<file path="src/hw/mrs_pkg.sv">
// Purpose: Shared constants for the motor run/stop and torque-limit block
// Assumes: 250 MHz system clock, register bus with 12-bit byte address
// Notes:   Operation data words sit at base + field * 0x40 + index * 4
package mrs_pkg;

  // Clock and input qualification time
  localparam longint MRS_CLK_HZ       = 250_000_000;
  localparam int     MRS_QUAL_TIME_MS = 10;
  localparam int     MRS_QUAL_CYC     = int'((MRS_CLK_HZ / 1000) * MRS_QUAL_TIME_MS);
  localparam int     MRS_QUAL_W       = 22;

  // Register offsets
  localparam logic [11:0] MRS_CFG_OFS    = 12'h000;
  localparam logic [11:0] MRS_GAIN_OFS   = 12'h004;
  localparam logic [11:0] MRS_MAX_OFS    = 12'h008;
  localparam logic [11:0] MRS_OFFS_OFS   = 12'h00c;
  localparam logic [11:0] MRS_STAT_OFS   = 12'h010;
  localparam logic [11:0] MRS_DATA_BASE  = 12'h100;
  localparam logic [11:0] MRS_DATA_LIMIT = 12'h200;

  // Operation data fields
  localparam logic [1:0] MRS_FLD_SPEED = 2'h0;
  localparam logic [1:0] MRS_FLD_ACC   = 2'h1;
  localparam logic [1:0] MRS_FLD_DEC   = 2'h2;
  localparam logic [1:0] MRS_FLD_TQ    = 2'h3;

  // Config field positions
  localparam int MRS_CFG_SEL_LSB = 0;
  localparam int MRS_CFG_W4_BIT  = 2;

  // Analog input selection codes
  localparam logic [1:0] MRS_AN_OFF    = 2'h0;
  localparam logic [1:0] MRS_AN_SPEED  = 2'h1;
  localparam logic [1:0] MRS_AN_TORQUE = 2'h2;

  // Reset values and limits
  localparam logic [1:0]  MRS_AN_RST     = 2'h1;
  localparam logic        MRS_W4_RST     = 1'b1;
  localparam logic [7:0]  MRS_GAIN_RST   = 8'h28;
  localparam logic [7:0]  MRS_MAX_RST    = 8'hc8;
  localparam logic [7:0]  MRS_MAX_LIM    = 8'hc8;
  localparam logic [7:0]  MRS_OFFS_RST   = 8'h00;
  localparam logic [7:0]  MRS_OFFS_HI    = 8'h32;
  localparam logic [7:0]  MRS_OFFS_LO    = 8'hce;
  localparam logic [11:0] MRS_SPEED_RST  = 12'h000;
  localparam logic [7:0]  MRS_RAMP_RST   = 8'h05;
  localparam logic [7:0]  MRS_TQ_RST     = 8'hc8;

  // Motion states, one-hot
  typedef enum logic [4:0] {
    MRS_ST_IDLE  = 5'b00001,
    MRS_ST_CW    = 5'b00010,
    MRS_ST_CCW   = 5'b00100,
    MRS_ST_DECEL = 5'b01000,
    MRS_ST_BRAKE = 5'b10000
  } mrs_state_e;

endpackage

</file>
<file path="src/hw/mrs_core.sv">
// Purpose: Run/stop decoding, operation data selection and torque limit scaling
// Assumes: Controller holds pins steady and respects reversal gaps
// Notes:   Voltage input is volts times 256, unsigned, 0 to 2560
// Notes on behaviour
// - Torque limit comes from analog voltage or stored data, per selection setting.
// - Analog torque limit is gain percent per volt times voltage, default 40.
// - Analog torque limit is clamped to a maximum 0 to 200, default 200.
// - A signed offset of -50 to 50 percent, default 0, is added.
// - Forward input alone runs clockwise; releasing it stops the motor.
// - Reverse input alone runs counterclockwise; releasing it stops the motor.
// - Forward and reverse together stop the motor instantly.
// - Stop decelerates with stop-mode input on, stops instantly with it off.
// - Four select inputs index one of 16 operation data sets.
// - With three select inputs assigned, top select bit reads as zero.
// - Stored torque used unless analog selection is torque; stored speed always drives speed_cmd.
// - Analog speed mode uses ramp times of data set zero.
`timescale 1ns/1ps
module mrs_core
  import mrs_pkg::*;
#(
  parameter int QUAL_CYCLES = MRS_QUAL_CYC,
  parameter int SETS        = 16
) (
  // Clock and reset
  input  wire logic        sys_clk,
  input  wire logic        rst,
  // Register bus
  input  wire logic [11:0] addr,
  input  wire logic [31:0] wdata,
  input  wire logic        wr,
  input  wire logic        rd,
  output logic      [31:0] rdata,
  // Control pins
  input  wire logic        forward_run_input,
  input  wire logic        reverse_run_input,
  input  wire logic        stop_mode_input,
  input  wire logic [3:0]  speed_set_select_inputs,
  input  wire logic [11:0] torque_volt,
  // Motor command
  output logic             motor_run,
  output logic             motor_cw,
  output logic             motor_decel,
  output logic             motor_brake,
  output logic      [11:0] speed_cmd,
  output logic             speed_analog,
  output logic      [7:0]  accel_time,
  output logic      [7:0]  decel_time,
  output logic      [7:0]  torque_limit,
  output logic      [3:0]  data_index
);

  // Qualified pin levels
  logic       run_cw_lvl;
  logic       run_ccw_lvl;
  logic       stop_lvl;
  logic [3:0] sel_lvl;

  mrs_in_filter #(.CNT_W(MRS_QUAL_W), .QUAL_CYCLES(QUAL_CYCLES)) u_run_cw (
    .sys_clk (sys_clk),
    .rst     (rst),
    .pin     (forward_run_input),
    .level   (run_cw_lvl)
  );

  mrs_in_filter #(.CNT_W(MRS_QUAL_W), .QUAL_CYCLES(QUAL_CYCLES)) u_run_ccw (
    .sys_clk (sys_clk),
    .rst     (rst),
    .pin     (reverse_run_input),
    .level   (run_ccw_lvl)
  );

  mrs_in_filter #(.CNT_W(MRS_QUAL_W), .QUAL_CYCLES(QUAL_CYCLES)) u_stop (
    .sys_clk (sys_clk),
    .rst     (rst),
    .pin     (stop_mode_input),
    .level   (stop_lvl)
  );

  for (genvar i = 0; i < 4; i++) begin : g_sel
    mrs_in_filter #(.CNT_W(MRS_QUAL_W), .QUAL_CYCLES(QUAL_CYCLES)) u_sel (
      .sys_clk (sys_clk),
      .rst     (rst),
      .pin     (speed_set_select_inputs[i]),
      .level   (sel_lvl[i])
    );
  end

  // Voltage synchroniser; a word is taken once two samples agree
  logic [11:0] volt_s1_q;
  logic [11:0] volt_s2_q;
  logic [11:0] volt_s3_q;
  logic [11:0] volt_q;

  wire volt_steady = volt_s2_q == volt_s3_q;

  always_ff @(posedge sys_clk) begin
    if (rst) begin
      volt_s1_q <= '0;
      volt_s2_q <= '0;
      volt_s3_q <= '0;
      volt_q    <= '0;
    end else begin
      volt_s1_q <= torque_volt;
      volt_s2_q <= volt_s1_q;
      volt_s3_q <= volt_s2_q;
      if (volt_steady) volt_q <= volt_s2_q;
    end
  end

  // Configuration registers
  logic [1:0]  an_sel_q;
  logic        sel_w4_q;
  logic [7:0]  gain_q;
  logic [7:0]  tq_max_q;
  logic [7:0]  offs_q;
  logic [11:0] spd_mem_q [SETS];
  logic [7:0]  acc_mem_q [SETS];
  logic [7:0]  dec_mem_q [SETS];
  logic [7:0]  tq_mem_q  [SETS];

  // Address decode
  wire       hit_cfg  = addr == MRS_CFG_OFS;
  wire       hit_gain = addr == MRS_GAIN_OFS;
  wire       hit_max  = addr == MRS_MAX_OFS;
  wire       hit_offs = addr == MRS_OFFS_OFS;
  wire       hit_stat = addr == MRS_STAT_OFS;
  wire       hit_data = (addr >= MRS_DATA_BASE) && (addr < MRS_DATA_LIMIT)
                        && (addr[1:0] == 2'b00);
  wire [1:0] d_fld    = addr[7:6];
  wire [3:0] d_idx    = addr[5:2];

  // Written values held inside their ranges
  wire [7:0] wr_max  = (wdata[7:0] > MRS_MAX_LIM) ? MRS_MAX_LIM : wdata[7:0];
  wire       offs_hi = !wdata[7] && (wdata[7:0] > MRS_OFFS_HI);
  wire       offs_lo = wdata[7] && (wdata[7:0] < MRS_OFFS_LO);
  wire [7:0] wr_offs = offs_hi ? MRS_OFFS_HI : (offs_lo ? MRS_OFFS_LO : wdata[7:0]);
  wire [7:0] wr_tq   = (wdata[7:0] > MRS_MAX_LIM) ? MRS_MAX_LIM : wdata[7:0];

  always_ff @(posedge sys_clk) begin
    if (rst) begin
      an_sel_q <= MRS_AN_RST;
      sel_w4_q <= MRS_W4_RST;
      gain_q   <= MRS_GAIN_RST;
      tq_max_q <= MRS_MAX_RST;
      offs_q   <= MRS_OFFS_RST;
    end else if (wr) begin
      if (hit_cfg) begin
        an_sel_q <= wdata[MRS_CFG_SEL_LSB +: 2];
        sel_w4_q <= wdata[MRS_CFG_W4_BIT];
      end
      if (hit_gain) gain_q <= wdata[7:0];
      if (hit_max) tq_max_q <= wr_max;
      if (hit_offs) offs_q <= wr_offs;
    end
  end

  always_ff @(posedge sys_clk) begin
    if (rst) begin
      for (int k = 0; k < SETS; k++) begin
        spd_mem_q[k] <= MRS_SPEED_RST;
        acc_mem_q[k] <= MRS_RAMP_RST;
        dec_mem_q[k] <= MRS_RAMP_RST;
        tq_mem_q[k]  <= MRS_TQ_RST;
      end
    end else if (wr && hit_data) begin
      if (d_fld == MRS_FLD_SPEED) spd_mem_q[d_idx] <= wdata[11:0];
      if (d_fld == MRS_FLD_ACC) acc_mem_q[d_idx] <= wdata[7:0];
      if (d_fld == MRS_FLD_DEC) dec_mem_q[d_idx] <= wdata[7:0];
      if (d_fld == MRS_FLD_TQ) tq_mem_q[d_idx] <= wr_tq;
    end
  end

  // Motion state machine
  mrs_state_e state_q;
  mrs_state_e state_d;

  wire moving = (state_q == MRS_ST_CW) || (state_q == MRS_ST_CCW);

  always_comb begin
    state_d = state_q;
    case (1'b1)
      run_cw_lvl && run_ccw_lvl: state_d = MRS_ST_BRAKE;
      run_cw_lvl:                state_d = MRS_ST_CW;
      run_ccw_lvl:               state_d = MRS_ST_CCW;
      default: begin
        case (state_q)
          MRS_ST_CW, MRS_ST_CCW: state_d = stop_lvl ? MRS_ST_DECEL : MRS_ST_BRAKE;
          MRS_ST_BRAKE:          state_d = MRS_ST_IDLE;
          default:               state_d = state_q;
        endcase
      end
    endcase
  end

  always_ff @(posedge sys_clk) begin
    if (rst) state_q <= MRS_ST_IDLE;
    else state_q <= state_d;
  end

  // Operation data selection
  wire [3:0]  idx_sel  = sel_w4_q ? sel_lvl : {1'b0, sel_lvl[2:0]};
  wire        an_speed = an_sel_q == MRS_AN_SPEED;
  wire        an_tq    = an_sel_q == MRS_AN_TORQUE;
  wire [3:0]  ramp_idx = an_speed ? 4'h0 : idx_sel;

  // Analog torque scaling
  wire [19:0]        tq_prod = gain_q * volt_q;
  wire [11:0]        tq_pct  = tq_prod[19:8];
  wire signed [13:0] tq_sum  = $signed({2'b00, tq_pct})
                               + $signed({{6{offs_q[7]}}, offs_q});
  wire               tq_neg  = tq_sum[13];
  wire               tq_big  = !tq_neg && (tq_sum[12:0] > {5'h00, tq_max_q});
  wire [7:0]         tq_an   = tq_neg ? 8'h00 : (tq_big ? tq_max_q : tq_sum[7:0]);
  wire [7:0]         tq_d    = an_tq ? tq_an : tq_mem_q[idx_sel];

  // Command registers
  logic        run_q;
  logic        cw_q;
  logic        decel_q;
  logic        brake_q;
  logic [11:0] speed_q;
  logic        spd_an_q;
  logic [7:0]  acc_q;
  logic [7:0]  dec_q;
  logic [7:0]  tq_lim_q;
  logic [3:0]  idx_q;

  always_ff @(posedge sys_clk) begin
    if (rst) begin
      run_q    <= 1'b0;
      cw_q     <= 1'b0;
      decel_q  <= 1'b0;
      brake_q  <= 1'b0;
      speed_q  <= MRS_SPEED_RST;
      spd_an_q <= 1'b0;
      acc_q    <= MRS_RAMP_RST;
      dec_q    <= MRS_RAMP_RST;
      tq_lim_q <= MRS_TQ_RST;
      idx_q    <= 4'h0;
    end else begin
      run_q    <= (state_d == MRS_ST_CW) || (state_d == MRS_ST_CCW);
      cw_q     <= state_d == MRS_ST_CW;
      decel_q  <= state_d == MRS_ST_DECEL;
      brake_q  <= state_d == MRS_ST_BRAKE;
      speed_q  <= spd_mem_q[idx_sel];
      spd_an_q <= an_speed;
      acc_q    <= acc_mem_q[ramp_idx];
      dec_q    <= dec_mem_q[ramp_idx];
      tq_lim_q <= tq_d;
      idx_q    <= idx_sel;
    end
  end

  // Read data, one cycle after the strobe
  logic [31:0] rdata_q;
  logic [31:0] rd_mux;

  wire [31:0] stat_word = {8'h00, tq_lim_q, 4'h0, idx_q, 3'h0, state_q};
  wire [31:0] data_word = (d_fld == MRS_FLD_SPEED) ? {20'h0, spd_mem_q[d_idx]} :
                          (d_fld == MRS_FLD_ACC)   ? {24'h0, acc_mem_q[d_idx]} :
                          (d_fld == MRS_FLD_DEC)   ? {24'h0, dec_mem_q[d_idx]} :
                                                     {24'h0, tq_mem_q[d_idx]};

  always_comb begin
    if (hit_cfg) rd_mux = {29'h0, sel_w4_q, an_sel_q};
    else if (hit_gain) rd_mux = {24'h0, gain_q};
    else if (hit_max) rd_mux = {24'h0, tq_max_q};
    else if (hit_offs) rd_mux = {24'h0, offs_q};
    else if (hit_stat) rd_mux = stat_word;
    else if (hit_data) rd_mux = data_word;
    else rd_mux = 32'h0;
  end

  always_ff @(posedge sys_clk) begin
    if (rst) rdata_q <= 32'h0;
    else if (rd) rdata_q <= rd_mux;
    else rdata_q <= 32'h0;
  end

  assign rdata        = rdata_q;
  assign motor_run    = run_q;
  assign motor_cw     = cw_q;
  assign motor_decel  = decel_q;
  assign motor_brake  = brake_q;
  assign speed_cmd    = speed_q;
  assign speed_analog = spd_an_q;
  assign accel_time   = acc_q;
  assign decel_time   = dec_q;
  assign torque_limit = tq_lim_q;
  assign data_index   = idx_q;
endmodule

</file>
<file path="src/hw/mrs_in_filter.sv">
// Purpose: Synchronise one control pin and accept a new level once stable
// Assumes: Pin is asynchronous to sys_clk
// Notes:   Level changes only after QUAL_CYCLES steady samples
`timescale 1ns/1ps
module mrs_in_filter
  import mrs_pkg::*;
#(
  parameter int CNT_W       = MRS_QUAL_W,
  parameter int QUAL_CYCLES = MRS_QUAL_CYC
) (
  // Clock and reset
  input  wire logic sys_clk,
  input  wire logic rst,
  // Pin and qualified level
  input  wire logic pin,
  output logic      level
);

  logic             s1_q;
  logic             s2_q;
  logic             lvl_q;
  logic [CNT_W-1:0] cnt_q;

  localparam logic [CNT_W-1:0] LAST = CNT_W'(QUAL_CYCLES - 1);

  wire differs = s2_q != lvl_q;
  wire settled = differs && (cnt_q >= LAST);

  always_ff @(posedge sys_clk) begin
    if (rst) begin
      s1_q <= 1'b0;
      s2_q <= 1'b0;
    end else begin
      s1_q <= pin;
      s2_q <= s1_q;
    end
  end

  always_ff @(posedge sys_clk) begin
    if (rst) begin
      cnt_q <= '0;
      lvl_q <= 1'b0;
    end else if (!differs || settled) begin
      cnt_q <= '0;
      lvl_q <= s2_q;
    end else begin
      cnt_q <= cnt_q + 1'b1;
    end
  end

  assign level = lvl_q;

endmodule

</file>
<file path="config.mk">
export PLATFORM = sky130hd
export DESIGN_NAME = mrs_core
export DESIGN_NICKNAME = d
export VERILOG_FILES = /design/src/hw/mrs_pkg.sv /design/src/hw/mrs_core.sv /design/src/hw/mrs_in_filter.sv
export SDC_FILE = /design/constraint.sdc
export NUM_CORES = 2
export LEC_CHECK = 0
export BUFFER_PORTS_ARGS = -buffer_cell sky130_fd_sc_hd__buf_2
export CAP_MARGIN = 20
export CORE_ASPECT_RATIO = 0.9
export CORE_MARGIN = 3
export CORE_UTILIZATION = 55
export CTS_BUF_LIST = sky130_fd_sc_hd__clkbuf_8
export CTS_CLUSTER_SIZE = 28
export DETAILED_ROUTE_END_ITERATION = 8
export HOLD_SLACK_MARGIN = 0.03
export PLACE_DENSITY = 0.76
export SLEW_MARGIN = 10
export SYNTH_ARGS = -nofsm -noshare
export SYNTH_HDL_FRONTEND = slang
export SYNTH_SLANG_ARGS = --single-unit
export TNS_END_PERCENT = 100
</file>
<file path="constraint.sdc">
create_clock -name sys_clk -period 20 [get_ports sys_clk]
set_input_delay 0 -clock sys_clk [delete_from_list [all_inputs] [get_ports sys_clk]]
set_output_delay 0 -clock sys_clk [all_outputs]
set_load 0.02 [all_outputs]
</file>
---- Yosys cells after proc, flatten, opt, wreduce, memory -nomap -nowiden ----
Memories as Yosys holds them, arrays and structs flattened. A register that Yosys moved wholly into a read port is not among the register bits.
Cells that the tools add are included.
Widths: inputs -> output; s select.
word-level totals
  input port bits ......................... 67
  output and inout port bits .............. 77
  memories ................................ 4
  flip-flop bits (word level) ............. 304
  logic and storage cells ................. 207
  memory bits (writable) .................. 576
cells by class
  bitwise logic cells ..................... 2
  $mul .................................... 1
  reduce and logical (&&, ||, !) cells .... 54
  equal/unequal tests ..................... 24
  muxes and demuxes ....................... 52
  order comparisons ....................... 13
  add/sub/neg operators ................... 8
memories
  memory     depth  width  rd ports  clocked after Yosys merged registers in  wr ports  RTL line         source
  spd_mem_q  16     12     2         1                                        16        mrs_core.sv:116  logic [11:0] spd_mem_q [SETS];
  acc_mem_q  16     8      2         1                                        16        mrs_core.sv:117  logic [7:0] acc_mem_q [SETS];
  dec_mem_q  16     8      2         1                                        16        mrs_core.sv:118  logic [7:0] dec_mem_q [SETS];
  tq_mem_q   16     8      2         0                                        16        mrs_core.sv:119  logic [7:0] tq_mem_q [SETS];
operators by type and width
  cell                   number
  $add 22x1->22 const B  7
  $ge 22x22->1 const B   7
  $mux 8                 14
  $mux 12                3
  $eq 12x4->1 const B    2
  $mux 24                1
  $mux 4                 6
  $reduce_or 8->1        3
  $mux 1                 22
  $mul 8x12->20          1
  $mux 5                 4
  $reduce_or 2->1        9
  $add 13x8->14          1
  $logic_and 1x1->1      14
  $gt 13x8->1            1
  $eq 12x12->1           1
  $eq 12x3->1 const B    1
  $eq 12x5->1 const B    1
  $ge 12x9->1 const B    1
  $logic_not 12->1       1
  $lt 12x10->1 const B   1
  $reduce_or 12->1       1
  $eq 5x2->1 const B     2
  $eq 5x3->1 const B     2
  other kinds (18)       48

---- Longest topological paths before layout ----
  word-level depth ........................ 10
  mapped depth ............................ 31
  depth with buffers taken out ............ 29

---- Hierarchy ----
Synthesis repeated with hierarchy kept, for this count alone.
second synthesis, totals
  cells, all modules ...................... 4055
  area, all modules ....................... 47643.2 µm²
modules (own cells, without submodules)
  module                               cells an instance  times used  area each (µm²)  sequential area each (µm²)
  mrs_core                             3145               1           39625.5          20199.4
  mrs_in_filter at g_sel[0].u_sel ...  129                6           1138.6           500.5
  mrs_in_filter at u_stop              136                1           1186.1           500.5

---- Least setup slack after synthesis ----
Ideal clock, no wire load.
  path type ............................... reg-to-reg
  start ................................... reg gain_q[6]
  end ..................................... reg tq_lim_q[6] (netlist: torque_limit[6])
  arrival ................................. 6.516 ns
  library setup time ...................... 0.122 ns
  setup slack ............................. 13.362 ns
  path buffers ............................ 2
  data required time ...................... 19.878 ns
  period minus slack after synthesis ...... 6.638 ns
  stages on the path, launching flop included .. 30
  path through ............................ dfxtp_1 -> clkbuf_1 -> and2_1 -> fa_1 -> fa_1 -> fa_1 -> inv_1 -> fa_1 -> inv_1 -> ha_1 -> and3_1 -> a21oi_1 -> o21ai_1 -> o21a_1 -> nor2_1 -> xnor2_1 -> ha_1 -> o211ai_1 -> a21oi_1 -> nor2_1 -> xnor2_1 -> ha_1 -> nand4_1 -> a21oi_1 -> nor3_1 -> a21oi_1 -> or3b_1 -> buf_2 -> o211a_1 -> a311o_1
between the ends
  cells in the longest elaborated chain, start to end .. 7
  elaborated cells on any way between the ends .. 8
  classes of those cells .................. 1 x add/sub; 1 x mul; 1 x order compare; 3 x mux; 2 x reduce/logical
RTL lines
  element                                         RTL line         source
  start, declared                                 mrs_core.sv:113  logic [7:0] gain_q;
  start signal, assigned                          mrs_core.sv:151  if (hit_gain) gain_q <= wdata[7:0];
  $mul 8x12->20 *                                 mrs_core.sv:207  wire [19:0] tq_prod = gain_q * volt_q;
  $add 13x8->14 *                                 mrs_core.sv:210  + $signed({{6{offs_q[7]}}, offs_q});
  $gt 13x8->1 or $logic_not 1->1 (tied branches)  mrs_core.sv:212  wire tq_big = !tq_neg && (tq_sum[12:0] > {5'h00, tq_max_q});
  $logic_and 1x1->1                               mrs_core.sv:212
  $mux 8                                          mrs_core.sv:213  wire [7:0] tq_an = tq_neg ? 8'h00 : (tq_big ? tq_max_q : tq_sum[7:0]);
  $mux 8 *                                        mrs_core.sv:213
  $mux 8 *                                        mrs_core.sv:214  wire [7:0] tq_d = an_tq ? tq_an : tq_mem_q[idx_sel];
  end signal, assigned                            mrs_core.sv:249  tq_lim_q <= tq_d;
  end, declared                                   mrs_core.sv:225  logic [7:0] tq_lim_q;
Every way passes the cells marked *; elsewhere a longest branch is shown, timed or not.
A chain may end at the register's enable or synchronous reset.

---- Final worst setup path ----
  start ................................... reg gain_q[3]
  end ..................................... reg tq_lim_q[0] (netlist: torque_limit[0])
Same word-level chain as after synthesis.

==> results.ini <==
[timing]
slew_headroom = 0.2319
clock_skew_ns = 0.04458
fmax_mhz = 129.1
timing.final.crit_share = 0.3874
finalSetupViolCount = 0
rsz0062_at_grt = no
worst_slack_ns = 12.25
slew_viol_final = 0
worst_slew_pin_slew_ns = 1.140
fin_crit_ns = 7.748
tns_ns = 0
finalHoldViolations = 0

[worst_setup_path]
crit_required_ns = 20.66
r2r_slack_ns = 12.25
crit_family = adder cells
critPathBufInv = 4
cp-start-kind = flop
crit_type = flop to flop
endpoint_kind = flop
crit_path_max_fanout = 14
crit_arrival_ns = 8.41
max_stage_delay_ns = 0.71
slowest_stage = dfxtp_1

[drt]
viasPerCell = 6.235
ant_nets = 0
drc = 0
drt_iter0_markers = 4481
vias = 33364
drt-total-wl_um = 123200
firstDrtPassIters = 9
wl_per_cell_um = 23.02

[clock_network]
insertion_delay_ns = 0.83
root_buffer = clkbuf_8
cts_tree = done
clk_pin_slew_ns = 0.06
clock_sinks = 896
postCtsSetupRepairBufs = 0
cts_buffer_depth = 3
cts.repair.resized = 0
h-tree-depth = 4
cts_buffers = 146

[global_route]
grt_usage = 0.2769
first_global_vias = 32615
grt-ovfl-total = 0
antenna_found_initial = 1
grt_pass1_wl_um = 188600
grt_start_max_net_pins = 77

[yosys]
synthDistinctLibCells = 71
async_flop_share = 0
netlist_area_mm2 = 0.04677
synth_common_cells = edfxtp_1, and2_1, nor2_1
ys_seq_elements = 896
synth.most_common_cell = edfxtp_1
yosys.area.top_type = edfxtp_1
netlist_instances = 3975
synth-edff-count = 576
synth_top_area_share = 0.3698
ys.flop_type = edfxtp_1
yosys-top-cells-area = edfxtp_1, dfxtp_1, mux4_2
yosys_warnings = 0
ys_seq_area_frac = 0.5068
syn_avg_cell_area_um2 = 11.77

[die]
start_util = 0.5604
rows = 100
ios = 144
die_area_mm2 = 0.08858
die_h_um = 282.7
die_x_um = 313.4
core_area_mm2 = 0.08346

[placement]
place_ws_ns = 12.31
hpwl_um = 80050
routabilityCongestion = 0.9370
port_buffers = 111

[status]
status = finished, final reports clean

[cells_and_area]
drive_gt1_frac = 0.1661
fin_nets = 4305
nFillCells = 6345
area_growth_pct = 11.03
multi_input_area_mm2 = 0.02141
seq_area_mm2 = 0.02371

[min_path]
hold_class = input port to flop

[pwr]
total_power_mw = 3.957
p_leak_nw = 18.77
power_per_cell_area_mw_per_mm2 = 76.20
ir_drop_uv = 47.19

[run]
cap_violations = 0

[sequential cells by signal (all words and copies together), names as in the netlist, 12 cells and up]
name and flops:
u_run_cw.cnt_q 22, u_run_ccw.cnt_q 22, volt_s2_q 12, g_sel.u_sel.cnt_q 88
volt_s3_q 12, volt_q 12, tq_mem_q 128, u_stop.cnt_q 22
spd_mem_q 192, volt_s1_q 12, speed_cmd 12, rdata 20
dec_mem_q 128, acc_mem_q 128
[placed cells by master (no fill, tap or decap), drive strengths merged, types with 21 or more instances in the layout]
| cell | netlist | layout |
|---|---|---|
| mux2i | 26 | 26 |
| or3 | 104 | 104 |
| nand4 | 42 | 42 |
| and3 | 30 | 30 |
| nand3 | 124 | 124 |
| xor2 | 103 | 103 |
| dlygate4sd3 | 0 | 95 |
| nor2b | 68 | 68 |
| inv | 93 | 144 |
| o21ai | 87 | 87 |
| a31oi | 29 | 29 |
| clkinv | 1 | 40 |
| xnor2 | 68 | 68 |
| nor3 | 57 | 57 |
| and2 | 487 | 487 |
| nand2 | 303 | 303 |
| buf | 85 | 193 |
| nor2 | 406 | 406 |
| a311oi | 43 | 43 |
| o22ai | 52 | 52 |
| dfxtp | 320 | 320 |
| fa | 60 | 60 |
| clkbuf | 227 | 168 |
| nand2b | 21 | 21 |
| ha | 67 | 67 |
| edfxtp | 576 | 576 |
| a21oi | 61 | 61 |
| mux4 | 284 | 284 |
[report_power, final]
group	total, mW	switching, mW	internal, mW
Combinational	0.296	0.170	0.126
Clock	1.59	0.773	0.815
Sequential	2.07	0.0390	2.03
[worst min-delay path: cells and delay by family]
kind                   cells  cell delay, ns
AO/OA/AOI/OAI              1            0.12
AND/OR/NAND/NOR            1            0.23
buffers and inverters      1            0.26
[timing repair]
item,4_1_cts,5_1_grt
endpoints found under the hold margin,439,0
hold buffers,95,0
setup endpoints to repair,0,0
[logic make-up after synthesis]
| logic type | share of synthesized area |
|---|---|
| xor gates and xnor gates | 0.03202 |
| and+or+nand+nor | 0.1837 |
| muxes | 0.1423 |
| adders and majority gates | 0.04360 |
| buffers and inverters | 0.03665 |
| other | 0.00008018 |
| DFF | 0.5068 |
| AOI/OAI and AO/OA | 0.05481 |
[through the flow]
stage / hold WS, ns / util / cell area [um2] / instances
floorplan: 0.1282 / - / 46810 / 3986
global placement: 0.2082 / 0.5751 / 48000 / 4979
detailed placement: 0.2137 / 0.5752 / 48000 / 4980
CTS: 0.03761 / 0.6214 / 51860 / 5339
global route: 0.07076 / 0.6222 / 51930 / 5350
finish: 0.02465 / 0.6222 / 51930 / 5351
[worst paths after layout]
kind | start | end | cells past startpoint
setup / recovery | gain_q[3] | torque_limit[0] | 29
hold / removal | addr[2] | spd_mem_q[15][1] | 3
setup reg to reg | gain_q[3] | torque_limit[0] | 29
hold reg to reg | volt_s1_q[11] | volt_s2_q[11] | 1
[area by class of cell]
class / instances / share of cell area
Sequential cell: 896 / 0.4566
Multi-Input combinational cell: 2684 / 0.4123
Clock buffer: 167 / 0.04426
Timing Repair Buffer: 289 / 0.04118
Tap cell: 1122 / 0.02703
Clock inverter: 97 / 0.01169
Inverter: 94 / 0.006819
Antenna cell: 2 / 0.00009638
[routing by layer]
layer	part of all wire	GRT usage	vias up	wire [um]
met5	0	0	-	0
met2	0.46	0.4320	2124	56910
li1	-	-	14656	-
met4	0.039	0.1230	0	4844
met3	0.12	0.06717	343	14900
met1	0.38	0.3727	16241	46520
(Power assumes the default switching activity.)
